### src/wdt_pkg.sv
// Purpose: Shared constants and types of the watchdog/interval timer.
// Assumes: AXI4-Lite slave with 32-bit data; byte address = 4 * index.
// Notes: Printed offsets are indices, not byte addresses.
package wdt_pkg;
  localparam int ADDR_W = 18;
  localparam int IDX_W = 16;
  localparam logic [IDX_W-1:0] IDX_CLOCK_SELECT = 16'hff42;
  localparam logic [IDX_W-1:0] IDX_MODE_CONTROL = 16'hfff9;
  localparam logic [IDX_W-1:0] IDX_IRQ_FLAG_REG0 = 16'h0010;

  // Clock select field
  localparam int CSEL_LSB = 0;
  localparam int CSEL_W = 3;
  localparam logic [2:0] CSEL_RESET = 3'h0;

  // Mode control fields
  localparam int RUN_BIT = 7;
  localparam int WD_SEL_BIT = 4;
  localparam int OVF_ACT_BIT = 3;

  // Interrupt flag register fields
  localparam int IRQ_FLAG_BIT = 0;
  localparam int IRQ_MASK_BIT = 1;
  localparam logic IRQ_MASK_RESET = 1'b1;

  // Prescaler and counter
  localparam int PRESC_W = 10;
  localparam int CNT_W = 7;
  localparam logic [CNT_W-1:0] CNT_MAX = 7'h7f;

  localparam logic [1:0] RESP_OKAY = 2'h0;
  localparam logic [1:0] RESP_SLVERR = 2'h2;

  typedef struct packed {
    logic run;
    logic wd_sel;
    logic ovf_act;
    logic [2:0] clk_sel;
  } wdt_ctrl_t;

  localparam wdt_ctrl_t CTRL_RESET = '{1'b0, 1'b0, 1'b0, CSEL_RESET};
endpackage

### src/wdt_prescaler.sv
// Purpose: Free-running divider giving one-cycle count ticks.
// Assumes: Select codes 000, 010, 100, 110; bit 0 of the code is ignored.
// Notes: Never cleared by a restart, so the first period may be short.
module wdt_prescaler #(
  parameter int W = wdt_pkg::PRESC_W
) (
  input wire logic aclk,
  input wire logic aresetn,
  input wire logic enable,
  input wire logic [2:0] sel,
  output logic tick
);
  logic [W-1:0] div;
  logic [W-1:0] next_div;
  logic [W-1:0] tap_mask;

  always_comb begin
    unique case (sel[2:1])
      2'h0: tap_mask = W'(16'h000f);
      2'h1: tap_mask = W'(16'h003f);
      2'h2: tap_mask = W'(16'h00ff);
      2'h3: tap_mask = W'(16'h03ff);
    endcase
  end

  // Divide by 16, 64, 256 or 1024
  assign tick = enable && ((div & tap_mask) == tap_mask);

  always_comb begin
    next_div = div;
    if (enable) begin
      next_div = W'(div + 1'b1);
    end
  end

  always_ff @(posedge aclk) begin
    if (!aresetn) begin
      div <= '0;
    end else begin
      div <= next_div;
    end
  end
endmodule

### src/wdt_timer.sv
// Purpose: Watchdog / interval timer with an AXI4-Lite register slave.
// Assumes: cpu_halt and cpu_stop come from logic on aclk.
// Notes: Watchdog overflows leave as one-cycle registered pulses; interval_irq is a registered level.
//
// The AXI4-Lite interface to the registers was decided locally.

module wdt_timer (
  input wire logic aclk,
  input wire logic aresetn,
  input wire logic [wdt_pkg::ADDR_W-1:0] s_axi_awaddr,
  input wire logic [2:0] s_axi_awprot,
  input wire logic s_axi_awvalid,
  output logic s_axi_awready,
  input wire logic [31:0] s_axi_wdata,
  input wire logic [3:0] s_axi_wstrb,
  input wire logic s_axi_wvalid,
  output logic s_axi_wready,
  output logic [1:0] s_axi_bresp,
  output logic s_axi_bvalid,
  input wire logic s_axi_bready,
  input wire logic [wdt_pkg::ADDR_W-1:0] s_axi_araddr,
  input wire logic [2:0] s_axi_arprot,
  input wire logic s_axi_arvalid,
  output logic s_axi_arready,
  output logic [31:0] s_axi_rdata,
  output logic [1:0] s_axi_rresp,
  output logic s_axi_rvalid,
  input wire logic s_axi_rready,
  input wire logic cpu_halt,
  input wire logic cpu_stop,
  output logic interval_irq,
  output logic nmi_req,
  output logic system_reset_req
);
  // Bus state
  logic aw_got, next_aw_got, w_got, next_w_got;
  logic [wdt_pkg::IDX_W-1:0] aw_idx, next_aw_idx;
  logic [7:0] wbyte, next_wbyte;
  logic wlane, next_wlane;
  logic next_awready, next_wready, next_arready;
  logic next_bvalid, next_rvalid;
  logic [1:0] next_bresp, next_rresp;
  logic [31:0] next_rdata;
  // Timer state
  wdt_pkg::wdt_ctrl_t ctrl, next_ctrl;
  logic [wdt_pkg::CNT_W-1:0] cnt, next_cnt;
  logic irq_flag, next_irq_flag, irq_mask, next_irq_mask;
  logic next_interval_irq, next_nmi_req, next_system_reset_req;
  logic tick, count_en, ovf, do_write, restart_wr, wd_set_evt;
  logic [wdt_pkg::IDX_W-1:0] ar_idx;

  // Halt keeps counting; only the stop state freezes the divider.
  wdt_prescaler #(
    .W(wdt_pkg::PRESC_W)
  ) u_presc (
    .aclk(aclk),
    .aresetn(aresetn),
    .enable(!cpu_stop),
    .sel(ctrl.clk_sel),
    .tick(tick)
  );

  assign do_write = aw_got && w_got && !s_axi_bvalid;
  assign ar_idx = s_axi_araddr[wdt_pkg::ADDR_W-1:2];

  always_comb begin
    next_aw_got = aw_got;
    next_w_got = w_got;
    next_aw_idx = aw_idx;
    next_wbyte = wbyte;
    next_wlane = wlane;
    next_bvalid = s_axi_bvalid;
    next_bresp = s_axi_bresp;
    next_rvalid = s_axi_rvalid;
    next_rresp = s_axi_rresp;
    next_rdata = s_axi_rdata;
    if (s_axi_awvalid && s_axi_awready) begin
      next_aw_got = 1'b1;
      next_aw_idx = s_axi_awaddr[wdt_pkg::ADDR_W-1:2];
    end
    if (s_axi_wvalid && s_axi_wready) begin
      next_w_got = 1'b1;
      next_wbyte = s_axi_wdata[7:0];
      next_wlane = s_axi_wstrb[0];
    end
    if (s_axi_bvalid && s_axi_bready) begin
      next_bvalid = 1'b0;
    end
    if (do_write) begin
      next_aw_got = 1'b0;
      next_w_got = 1'b0;
      next_bvalid = 1'b1;
      if (aw_idx == wdt_pkg::IDX_CLOCK_SELECT
          || aw_idx == wdt_pkg::IDX_MODE_CONTROL
          || aw_idx == wdt_pkg::IDX_IRQ_FLAG_REG0) begin
        next_bresp = wdt_pkg::RESP_OKAY;
      end else begin
        next_bresp = wdt_pkg::RESP_SLVERR;
      end
    end
    if (s_axi_rvalid && s_axi_rready) begin
      next_rvalid = 1'b0;
    end
    if (s_axi_arvalid && s_axi_arready) begin
      next_rvalid = 1'b1;
      next_rresp = wdt_pkg::RESP_OKAY;
      next_rdata = 32'h0000_0000;
      unique case (ar_idx)
        wdt_pkg::IDX_CLOCK_SELECT: begin
          next_rdata[wdt_pkg::CSEL_LSB +: wdt_pkg::CSEL_W] = ctrl.clk_sel;
        end
        wdt_pkg::IDX_MODE_CONTROL: begin
          next_rdata[wdt_pkg::RUN_BIT] = ctrl.run;
          next_rdata[wdt_pkg::WD_SEL_BIT] = ctrl.wd_sel;
          next_rdata[wdt_pkg::OVF_ACT_BIT] = ctrl.ovf_act;
        end
        wdt_pkg::IDX_IRQ_FLAG_REG0: begin
          next_rdata[wdt_pkg::IRQ_FLAG_BIT] = irq_flag;
          next_rdata[wdt_pkg::IRQ_MASK_BIT] = irq_mask;
        end
        default: begin
          next_rresp = wdt_pkg::RESP_SLVERR;
        end
      endcase
    end
    // One write and one read at a time; ready drops while a job is held.
    next_awready = !next_aw_got && !next_bvalid;
    next_wready = !next_w_got && !next_bvalid;
    next_arready = !next_rvalid;
  end

  always_ff @(posedge aclk) begin
    if (!aresetn) begin
      aw_got <= 1'b0;
      w_got <= 1'b0;
      aw_idx <= '0;
      wbyte <= 8'h00;
      wlane <= 1'b0;
      s_axi_awready <= 1'b0;
      s_axi_wready <= 1'b0;
      s_axi_arready <= 1'b0;
      s_axi_bvalid <= 1'b0;
      s_axi_bresp <= 2'h0;
      s_axi_rvalid <= 1'b0;
      s_axi_rresp <= 2'h0;
      s_axi_rdata <= 32'h0000_0000;
    end else begin
      aw_got <= next_aw_got;
      w_got <= next_w_got;
      aw_idx <= next_aw_idx;
      wbyte <= next_wbyte;
      wlane <= next_wlane;
      s_axi_awready <= next_awready;
      s_axi_wready <= next_wready;
      s_axi_arready <= next_arready;
      s_axi_bvalid <= next_bvalid;
      s_axi_bresp <= next_bresp;
      s_axi_rvalid <= next_rvalid;
      s_axi_rresp <= next_rresp;
      s_axi_rdata <= next_rdata;
    end
  end

  assign restart_wr = do_write && wlane
    && aw_idx == wdt_pkg::IDX_MODE_CONTROL && wbyte[wdt_pkg::RUN_BIT];
  assign wd_set_evt = do_write && wlane
    && aw_idx == wdt_pkg::IDX_MODE_CONTROL && wbyte[wdt_pkg::WD_SEL_BIT];
  // Mode 00 holds the counter even with the restart bit set.
  assign count_en = ctrl.run && (ctrl.wd_sel || ctrl.ovf_act) && tick
    && !restart_wr;
  assign ovf = count_en && cnt == wdt_pkg::CNT_MAX;

  always_comb begin
    next_ctrl = ctrl;
    next_cnt = cnt;
    next_irq_flag = irq_flag;
    next_irq_mask = irq_mask;
    next_nmi_req = 1'b0;
    next_system_reset_req = 1'b0;
    if (do_write && wlane) begin
      if (aw_idx == wdt_pkg::IDX_CLOCK_SELECT) begin
        next_ctrl.clk_sel = wbyte[wdt_pkg::CSEL_LSB +: wdt_pkg::CSEL_W];
      end
      if (aw_idx == wdt_pkg::IDX_MODE_CONTROL) begin
        // Set-only bits: a 0 written leaves them alone.
        next_ctrl.run = ctrl.run | wbyte[wdt_pkg::RUN_BIT];
        next_ctrl.wd_sel = ctrl.wd_sel | wbyte[wdt_pkg::WD_SEL_BIT];
        next_ctrl.ovf_act = ctrl.ovf_act | wbyte[wdt_pkg::OVF_ACT_BIT];
      end
      if (aw_idx == wdt_pkg::IDX_IRQ_FLAG_REG0) begin
        next_irq_flag = wbyte[wdt_pkg::IRQ_FLAG_BIT];
        next_irq_mask = wbyte[wdt_pkg::IRQ_MASK_BIT];
      end
    end
    if (restart_wr) begin
      next_cnt = '0;
    end else if (count_en) begin
      next_cnt = wdt_pkg::CNT_W'(cnt + 1'b1);
    end
    if (ovf) begin
      unique case ({ctrl.wd_sel, ctrl.ovf_act})
        2'h1: next_irq_flag = 1'b1;
        2'h2: next_nmi_req = 1'b1;
        2'h3: next_system_reset_req = 1'b1;
        default: next_irq_flag = irq_flag;
      endcase
    end
    // A pending request turns into a non-maskable irq on selection.
    if (wd_set_evt && irq_flag) begin
      next_nmi_req = 1'b1;
    end
  end

  // Nothing else competes at this level, so the unmasked flag goes out, in interval mode (01) only.
  assign next_interval_irq = irq_flag && !irq_mask
    && !ctrl.wd_sel && ctrl.ovf_act;

  always_ff @(posedge aclk) begin
    if (!aresetn) begin
      ctrl <= wdt_pkg::CTRL_RESET;
      cnt <= '0;
      irq_flag <= 1'b0;
      irq_mask <= wdt_pkg::IRQ_MASK_RESET;
      interval_irq <= 1'b0;
      nmi_req <= 1'b0;
      system_reset_req <= 1'b0;
    end else begin
      ctrl <= next_ctrl;
      cnt <= next_cnt;
      irq_flag <= next_irq_flag;
      irq_mask <= next_irq_mask;
      interval_irq <= next_interval_irq;
      nmi_req <= next_nmi_req;
      system_reset_req <= next_system_reset_req;
    end
  end
endmodule

### config.mk
export PLATFORM = sky130hd
export DESIGN_NAME = wdt_timer
export DESIGN_NICKNAME = d
export VERILOG_FILES = /design/src/wdt_pkg.sv /design/src/wdt_prescaler.sv /design/src/wdt_timer.sv
export SDC_FILE = /design/constraint.sdc
export NUM_CORES = 1
export LEC_CHECK = 0
export ABC_AREA = 1
export BUFFER_PORTS_ARGS = -buffer_cell sky130_fd_sc_hd__buf_2
export CAP_MARGIN = 20
export CORE_ASPECT_RATIO = 2
export CORE_MARGIN = 2
export CORE_UTILIZATION = 35
export CTS_CLUSTER_SIZE = 14
export DETAILED_ROUTE_END_ITERATION = 12
export PLACE_DENSITY = 0.62
export SYNTH_ARGS = -nofsm -noshare
export SYNTH_HDL_FRONTEND = slang
export SYNTH_SLANG_ARGS = --single-unit
### constraint.sdc
create_clock -name aclk -period 1.5 [get_ports aclk]
set_input_delay 0.45 -clock aclk [delete_from_list [all_inputs] [get_ports aclk]]
set_output_delay 0.45 -clock aclk [all_outputs]
set_load 0.01 [all_outputs]
==> flow_summary_export.csv, run 1 <==
group,metric,value,unit
clocking,root_buffer,"clkbuf_16",
layout,fillers,903,
setup_path,crit_type,"reg2reg",
sta,final.period_utilization,101,%
setup_path,crit_end,"cnt[3]",
synth,yosys-top-cells-count,"nor2_1 (73), dfxtp_1 (66), nand2_1 (66), inv_1 (37), o21ai_0 (32)",
grt,grt_first_pass_wirelength,10.9,mm
synth,netlist_area,0.00312,mm2
synth,syn_inst,419,
setup_path,cp-end-kind,"flip-flop",
drt,avgViaCountPerCell,4.65,
setup_path,worstReg2RegEnd,"cnt[3]",
setup_path,r2r_cells,10,
placed_design,dp_cells,591,
sta,fin_crit,1510,ps
drt,num_vias,2848,
layout,num_antenna_cells,0,
die,die_h,138,um
run,drv_cap,0,
die,initial_core_util,36.1,%
die,num_rows,48,
setup_path,cp.required,1760,ps
die,fp.coreArea,0.00865,mm2
layout,drive_above_1_share,29.6,%
power,clockPowerShare,46.0,%
drt,drt-total-wl,6.88,mm
clocking,cts_tree,"built",
power,power.total,4.28,mW
placed_design,post-place-ws,-99.3,ps
layout,fin_cells,613,
sta,setup_ws,-9.67,ps
sta,drv_slew,0,
die,dieWidth,70.8,um
placed_design,portBuffers,62,
setup_path,crit_start,"u_presc.div[0]",
layout,area_growth_syn_to_layout,27.5,%
drt,detail-route-antenna-nets,0,
clocking,clockBufferDepth,2,
synth,synthTopCellsByArea,"dfxtp_1 (42%), nor2_1 (8.8%), nand2_1 (7.9%)",
setup_path,reg2reg_from,"u_presc.div[0]",
drt,first_pass_iters,4,
sta,max_freq,662,MHz
synth,postSynthAreaPerCell,7.44,um2
synth,synth-edff-count,0,
grt,grt_start_max_net_pins,22,
power,max-vdd-ir-drop,694,uV
grt,antenna_found_initial,0,
sta,rsz0062_at_grt,"true",
setup_path,crit_path_start_kind,"flip-flop",
outcome,status,"finished, violations left",
grt,grt_util_all_layers,14.3,%
synth,synth.most_common_cell,"nor2_1",
clocking,cts_buffers,9,
synth,yosysTopAreaCell,"dfxtp_1",
synth,synth_warnings,0,
clocking,hold_buffers,0,
clocking,htreeDepth,3,
worst_hold_path,min_from,"s_axi_awaddr[16]",
grt,grt-ovfl-total,0,
drt,drt_iter0_markers,102,
power,power.switching,1.01,mW
sta,hold_ws,373,ps
die,ioPinCount,131,
grt,grt_pass1_vias,2619,
synth,seq_area_frac_synth,42.4,%
synth,synth-seq-cells,66,
clocking,clkLatencyLatePin,330,ps
power,p_seq_share,44.3,%
sta,finClkSkew,4.80,ps
worst_hold_path,hp-class,"in2reg",
synth,synthArstFlopShare,0,%
outcome,violations,"negative setup slack",
sta,setup_viol,1,
power,p_leak,1.73,nW
setup_path,r2r_slack,-10,ps
placed_design,dp_hpwl,5.41,mm
die,die_area,0.00973,mm2
layout,fin_nets,597,
synth,yosysUniqueCellTypes,40,
power,p_int,3.26,mW
synth,synth_top_area_share,42.4,%
drt,drc,0,
power,p_comb_share,9.7,%
drt,routedWlPerCell,11.2,um
power,p_per_area,1080,mW/mm2
setup_path,crit_fanout,5,
clocking,clkSinkCount,66,
sta,tns,-9.67,ps
clocking,cts.clk_slew.worst_paths,50,ps
sta,hold_viol,0,
synth,synth_top_flop_cell,"dfxtp_1",
power,switching_share,23.7,%
placed_design,place_congestion,0.847,
setup_path,worstPathArrival,1770,ps
==> logic make-up (layout without fill, tap and decap cells) <==
| group | count (synthesis) | in the layout | share of synthesized area [%] |
|---|---|---|---|
| compound gates | 67 | 67 | 11.8 |
| xor+xnor | 1 | 1 | 0.281 |
| fa+ha+maj | 2 | 2 | 0.802 |
| buf+inv | 79 | 145 | 13.3 |
| flops | 66 | 66 | 42.4 |
| other cells | 1 | 28 | 0.120 |
| simple gates | 203 | 204 | 31.4 |
==> metal layers <==
metal	vias up	part of all wire, %	global-route usage [%]
met5	-	0	0
met1	1263	37	13.5
met3	14	4.6	3.29
met2	78	56	27.9
li1	1493	-	-
met4	0	2.2	7.13
==> cell type report <==
type	instances	area (um2)	area share, %
clock buffers	14	274	6.89
clock inverters	2	10.0	0.252
inverters	42	163	4.09
multi-input cells	302	1560	39.2
flip-flops and latches	66	1330	33.5
well taps	100	125	3.15
repair buffers	87	510	12.8
==> registers in the layout, indices dropped and copies added (netlist names), 6 cells and up <==
signal	cells
aw_idx	16
u_presc.div	10
cnt	7
ctrl	6
s_axi_rdata	6
wbyte	6
==> power by group through the flow <==
stage / clock, mW / sequential [mW] / combinational (mW)
2_1_floorplan: 0 / 1.93 / 0.286
3_3_place_gp: 0 / 1.92 / 0.395
3_5_place_dp: 0 / 1.92 / 0.403
4_1_cts: 2.00 / 1.89 / 0.407
5_1_grt: 2.08 / 1.90 / 0.473
6_report: 1.97 / 1.89 / 0.416
==> critical path: stages, from the launching register on <==
cell      delay (ps)
dfxtp_2          350
ha_4             160
nand4_4           80
nor2_2           130
nand2_2           70
nor2_4           160
buf_12           130
nand2_8           60
inv_6             70
nand3b_1          80
a21oi_2          140
==> through the flow <==
stage               area, um2  util [%]
finish                   3980      46.0
global route             3980      46.0
CTS                      3850      44.5
detailed placement       3550      41.1
global placement         3550      41.1
floorplan                3220         -
==> timing repair <==
action | in CTS | in global routing
pin swaps | 1 | 12
endpoints found under the setup margin | 5 | 11
resized for setup | 2 | 26
setup buffers | 0 | 5
gates cloned | 0 | 1
==> cell usage in the layout (no fill, tap or decap), types with 2 or more instances in the layout <==
cell       count
nand2_1       61
o21ai_1        2
nor3_1        10
nor2_2         3
dfxtp_1       56
a21oi_1       22
clkinv_2       2
a211oi_1       2
o21ai_0       32
o21ba_2        2
inv_2          5
buf_2         62
a21oi_2        2
a31oi_1        2
nor3b_2        2
nor2_4         6
dfxtp_2       10
nand2_2        8
clkbuf_16      9
nand3_4        2
nor4_1         6
nand3_1       16
clkbuf_8       3
nor2_1        71
nand3b_1       2
clkbuf_1       2
conb_1        28
nor3_2         3
buf_4         24
inv_1         35
nand4_1        7
==> worst min path at each step <==
| stage | endpoint | slack, ps | depth (start not counted) |
|---|---|---|---|
| 2_1_floorplan | s_axi_wready | 420 | 1 |
| 3_3_place_gp | s_axi_wready | 440 | 1 |
| 3_5_place_dp | s_axi_wready | 440 | 1 |
| 4_1_cts | aw_idx[14] | 360 | 3 |
| 5_1_grt | aw_idx[15] | 380 | 3 |
| 6_report | aw_idx[14] | 370 | 3 |
Power figures use the tool's default switching activity.
==> inputs of run 2 (changes only) <==
--- a/config.mk
+++ b/config.mk
@@ -13,7 +13,7 @@
 export CORE_UTILIZATION = 35
 export CTS_CLUSTER_SIZE = 14
 export DETAILED_ROUTE_END_ITERATION = 12
-export PLACE_DENSITY = 0.62
+export PLACE_DENSITY = 0.6
 export SYNTH_ARGS = -nofsm -noshare
 export SYNTH_HDL_FRONTEND = slang
 export SYNTH_SLANG_ARGS = --single-unit
==> constraint.sdc (replaced) <==
create_clock -name aclk -period 1.56 [get_ports aclk]
set_input_delay 0.468 -clock aclk [delete_from_list [all_inputs] [get_ports aclk]]
set_output_delay 0.468 -clock aclk [all_outputs]
set_load 0.01 [all_outputs]
==> run 2 against run 1 <==
  * The flow now finishes without violations
  * Register-to-register slack improved by 40 ps
  * Core utilization shrank 0.91 points
  * Clock power rose by 3%
  * First-iteration DRC count grew 19%
  * Critical path depth decreased by 1
  * Critical path type unchanged
  * Largest power group unchanged
  * Highest routed layer unchanged
==> flow_summary_export.csv, run 2 (synthesized netlist as in run 1, its figures left out) <==
group,metric,value,unit
layout,largest_register_ffs,16,
worst_hold_path,hp-class,"in2reg",
setup_path,critical-path-top-delay-family,"simple AND/OR/NAND/NOR gates",
setup_path,cp.required,1820,ps
sta,drv_slew,0,
drt,avgViaCountPerCell,4.71,
setup_path,crit_top_cell,"nor2_4",
clocking,hold_buffers,0,
setup_path,slowest_stage,"dfxtp_4",
sta,setup_viol,0,
grt,grt_pass1_vias,2531,
setup_path,cp-end-kind,"flip-flop",
clocking,cts_buffers,9,
layout,top_register,"aw_idx",
drt,first_pass_iters,4,
clocking,clockBufferDepth,2,
setup_path,crit_fanout,3,
sta,max_freq,655,MHz
drt,drt-total-wl,6.66,mm
sta,hold_viol,0,
setup_path,crit_chain,"ha_4, nand4_4, nor2_4, nand2_2, nor2_4, nand3_4, nor2_4, nand3_2, a21oi_2",
grt,grt-ovfl-total,0,
layout,num_antenna_cells,0,
die,fp.coreArea,0.00865,mm2
layout,fin_nets,588,
power,p_leak,1.70,nW
setup_path,reg2reg_from,"u_presc.div[1]",
grt,grt_util_all_layers,14.0,%
sta,hold_ws,390,ps
sta,finClkSkew,4.94,ps
sta,rsz0062_at_grt,"true",
sta,final.period_utilization,97.8,%
layout,final_common_cell,"nor2_1",
power,power.total,4.22,mW
placed_design,dp_cells,585,
clocking,clkSinkCount,66,
layout,final_cell_mix,"nor2_1 (72), nand2_1 (64), dfxtp_1 (63)",
layout,drive_above_1_share,25.6,%
grt,grt_first_pass_wirelength,10.8,mm
power,max-vdd-ir-drop,682,uV
layout,reg.largest.list,"aw_idx: 16 flops, u_presc.div: 10 flops, cnt: 7 flops",
placed_design,place_congestion,0.789,
die,die_h,138,um
grt,antenna_found_initial,0,
die,dieWidth,70.8,um
clocking,cts_tree,"built",
drt,routedWlPerCell,11.0,um
placed_design,post-place-ws,-38.7,ps
setup_path,cp.buffers_inverters,0,
setup_path,crit_type,"reg2reg",
outcome,status,"complete, no violations",
placed_design,dp_hpwl,5.21,mm
power,p_per_area,1080,mW/mm2
clocking,clkLatencyLatePin,320,ps
clocking,htreeDepth,3,
drt,drt_iter0_markers,121,
layout,fin_cells,603,
sta,fin_crit,1530,ps
die,ioPinCount,131,
layout,area_growth_syn_to_layout,24.9,%
drt,detail-route-antenna-nets,0,
grt,grt_start_max_net_pins,29,
placed_design,portBuffers,62,
setup_path,cp_slowest_stage_delay,350,ps
sta,setup_ws,33.9,ps
layout,post-route-util,45.1,%
setup_path,crit_path_start_kind,"flip-flop",
run,drv_cap,0,
drt,num_vias,2839,
setup_path,worstPathArrival,1790,ps
drt,drc,0,
worst_hold_path,min_from,"s_axi_wdata[1]",
die,die_area,0.00973,mm2
die,initial_core_util,36.1,%
clocking,cts.clk_slew.worst_paths,50,ps
die,num_rows,48,
clocking,root_buffer,"clkbuf_16",
setup_path,crit_start,"u_presc.div[1]",
## run 2: cell types whose count changed in the layout (fill, tap and decap cells not counted), sizes merged
cell    previous run  this run
bufinv             0         1
nand2             71        70
clkbuf            14        13
clkinv             3         2
buf               87        79
## run 2: layout make-up
class | instances | area [um2]
Fill cell | 892 | 4750
Multi-Input combinational cell | 301 | 1530
Sequential cell | 66 | 1330
Timing Repair Buffer | 79 | 450
Clock buffer | 13 | 270
Inverter | 42 | 160
Tap cell | 100 | 125
Clock inverter | 2 | 35.0
## run 2: repair_timing
item | in CTS | in global routing
setup endpoints to repair | 0 | 9
resized for setup | 0 | 15
setup buffers | 0 | 3
## run 2: final timing paths
kind / to / slack (ps) / cells past startpoint
setup / recovery: nmi_req / 30 / 9
hold / removal: wbyte[1] / 390 / 3
setup reg to reg: nmi_req / 30 / 9
hold reg to reg: s_axi_wready / 450 / 1
## run 2: power by group
group / total (mW) / switching (mW) / internal [mW]
Clock: 2.02 / 0.666 / 1.35
Sequential: 1.82 / 0.0504 / 1.77
Combinational: 0.387 / 0.230 / 0.157
Total: 4.22 / 0.946 / 3.28
## run 2: per-stage QoR
step                TNS (ps)  instance area (um2)
floorplan                  0                 3220
global placement       -32.9                 3520
detailed placement      -138                 3520
CTS                        0                 3820
global route           -98.4                 3900
finish                     0                 3900
## run 2: layer usage
metal | GRT usage (%) | wire [um] | share of wire (%)
met5 | 0 | 0 | 0
met2 | 26.9 | 3680 | 55
met4 | 7.97 | 192 | 2.9
met3 | 2.63 | 309 | 4.6
met1 | 13.5 | 2480 | 37
## run 2: tightest hold or removal path, stage by stage
cell	delay, ps
buf_2	70
o21ai_0	70
nor2_1	70
==> inputs of run 3 (changes only) <==
--- a/config.mk
+++ b/config.mk
@@ -16,4 +16,5 @@
 export PLACE_DENSITY = 0.6
 export SYNTH_ARGS = -nofsm -noshare
 export SYNTH_HDL_FRONTEND = slang
+export SYNTH_HIERARCHICAL = 1
 export SYNTH_SLANG_ARGS = --single-unit
==> run 3 against run 2 <==
  * The run now ends with negative setup slack left
  * Die area shrank 0.23%
  * Non-clock buffer count grew 7
  * Setup slack worse by 170 ps
  * Count of clock-buffer cells in the layout fell by 4
  * Critical path depth is 3 higher
  * Design area is 1.5% higher
  * Total power rose by 2.5%
  * Fmax down 10%
  * Register-to-register slack worse by 170 ps
  * Wire length rose by 9.0%
  * Area after synthesis decreased by 0.24%
  * Core utilization grew 0.68 points
  * Largest power group unchanged
==> flow_summary_export.csv, run 3 <==
group,metric,value,unit
outcome,status,"finished, violations left",
outcome,violations,"negative setup slack",
synth,synthTopCellsByArea,"dfxtp_1 (42%), nor2_1 (12%), nand2_1 (7.1%)",
grt,grt_util_all_layers,15.9,%
synth,synthArstFlopShare,0,%
sta,finClkSkew,5.99,ps
sta,final.period_utilization,109,%
layout,largest_register_ffs,16,
run,drv_cap,0,
placed_design,post-place-ws,-278,ps
drt,detail-route-antenna-nets,0,
synth,netlist_area,0.00311,mm2
synth,yosys-top-cells-count,"nor2_1 (97), dfxtp_1 (66), nand2_1 (59), inv_1 (46), o21ai_0 (40)",
die,fp.coreArea,0.00865,mm2
synth,synth-seq-cells,66,
synth,syn_inst,440,
setup_path,crit_path_start_kind,"flip-flop",
sta,max_freq,588,MHz
layout,drive_above_1_share,24.1,%
die,initial_core_util,36.0,%
clocking,htreeDepth,3,
setup_path,cp.required,1830,ps
sta,hold_viol,0,
layout,multiInputGateArea,0.00151,mm2
setup_path,crit_fanout,7,
grt,grt_start_max_net_pins,28,
setup_path,worstPathArrival,1970,ps
clocking,cts_buffers,9,
placed_design,dp_hpwl,5.69,mm
grt,grt-ovfl-total,0,
setup_path,cp-end-kind,"flip-flop",
setup_path,crit_type,"reg2reg",
die,ioPinCount,131,
clocking,clkLatencyLatePin,330,ps
drt,drt_iter0_markers,98,
clocking,hold_buffers,0,
die,num_rows,48,
drt,num_vias,2909,
grt,grt_first_pass_wirelength,12.1,mm
drt,drc,0,
sta,tns,-858,ps
synth,synth_top_area_share,42.5,%
sta,drv_slew,0,
synth,postSynthAreaPerCell,7.07,um2
synth,synth_top_flop_cell,"dfxtp_1",
synth,yosysTopAreaCell,"dfxtp_1",
sta,setup_viol,9,
layout,fillers,913,
drt,first_pass_iters,4,
power,p_leak,1.81,nW
placed_design,portBuffers,62,
worst_hold_path,hp-class,"in2reg",
layout,post-route-util,45.7,%
synth,synth_warnings,6,
clocking,cts_tree,"built",
drt,avgViaCountPerCell,4.61,
layout,final_common_cell,"nor2_1",
die,dieWidth,70.7,um
grt,grt_pass1_vias,2749,
layout,top_register,"aw_idx",
clocking,clkSinkCount,66,
die,die_area,0.00971,mm2
layout,seq_area,0.00132,mm2
synth,yosysUniqueCellTypes,29,
power,max-vdd-ir-drop,711,uV
drt,routedWlPerCell,11.5,um
drt,drt-total-wl,7.26,mm
sta,rsz0062_at_grt,"true",
sta,setup_ws,-141,ps
clocking,root_buffer,"clkbuf_16",
power,p_per_area,1100,mW/mm2
layout,final_cell_mix,"nor2_1 (95), dfxtp_1 (64), buf_2 (62)",
layout,num_antenna_cells,0,
placed_design,place_congestion,0.799,
clocking,cts.clk_slew.worst_paths,60,ps
layout,area_growth_syn_to_layout,27.1,%
synth,seq_area_frac_synth,42.5,%
die,die_h,137,um
worst_hold_path,hold_depth,3,
synth,synth.most_common_cell,"nor2_1",
synth,synth-edff-count,0,
grt,antenna_found_initial,0,
layout,reg.largest.list,"aw_idx: 16 flops, u_presc/div: 10 flops, cnt: 7 flops",
sta,hold_ws,382,ps
setup_path,r2r_cells,12,
clocking,clockBufferDepth,2,
sta,fin_crit,1700,ps
power,power.total,4.33,mW
layout,fin_nets,615,
## run 3: where the power goes
part	switching [mW]	total, mW	leakage, nW	internal (mW)
logic	0.228	0.383	1.12	0.154
clock network	0.745	2.14	0.151	1.39
registers	0.0482	1.81	0.539	1.76
## run 3: per-layer routing
metal / global-route usage (%) / up-vias / part of all wire (%)
met3: 3.80 / 11 / 3.8
met5: 0 / - / 0
met1: 15.1 / 1308 / 36
li1: - / 1525 / -
met2: 31.5 / 65 / 58
met4: 7.13 / 0 / 2.0
## run 3: cell families (layout without fill, tap and decap cells)
family                     count (synthesis)  in the layout  share of synthesized area, %
AOI/OAI and AO/OA                         75             75                          12.4
xor gates and xnor gates                   3              3                         0.845
adders and majority gates                  2              2                         0.804
buffers and inverters                     87            151                          13.9
DFF                                       66             66                          42.5
other                                      1             28                         0.121
and+or+nand+nor                          206            206                          29.4
## run 3: worst paths after layout
| kind | start | end | slack (ps) |
|---|---|---|---|
| setup / recovery | u_presc/div[0] | cnt[4] | -140 |
| hold / removal | s_axi_awaddr[7] | aw_idx[5] | 380 |
| setup reg to reg | u_presc/div[0] | cnt[4] | -140 |
| hold reg to reg | wbyte[4] | wbyte[4] | 450 |
## run 3: cell type report
class	instances	share of cell area (%)
Multi-Input combinational cell	314	38.2
Sequential cell	66	33.5
Timing Repair Buffer	86	12.4
Clock buffer	9	5.69
Inverter	49	4.74
Tap cell	100	3.16
Clock inverter	7	2.37
## run 3: through the flow
step                instances  instance area, um2
CTS                       629                3920
detailed placement        612                3580
global placement          612                3580
global route              631                3960
finish                    631                3960
floorplan                 467                3240
## run 3: critical path, cell delays in order, from the launching register on
cell and delay, ps:
dfxtp_2 350, ha_4 150, nand4_4 140, nor2_4 120, nor2_2 50, nor2_1 110
nand2_2 90, nor2_4 120, buf_4 170, nand2_1 80, nor2_1 90, a21oi_1 70
nor2_1 100
## run 3: repair_timing
| item | 4_1_cts | 5_1_grt |
|---|---|---|
| pin swaps | 0 | 3 |
| setup buffers | 1 | 2 |
| cloned | 0 | 0 |
| setup endpoints to repair | 10 | 10 |
| gates resized for setup | 4 | 6 |
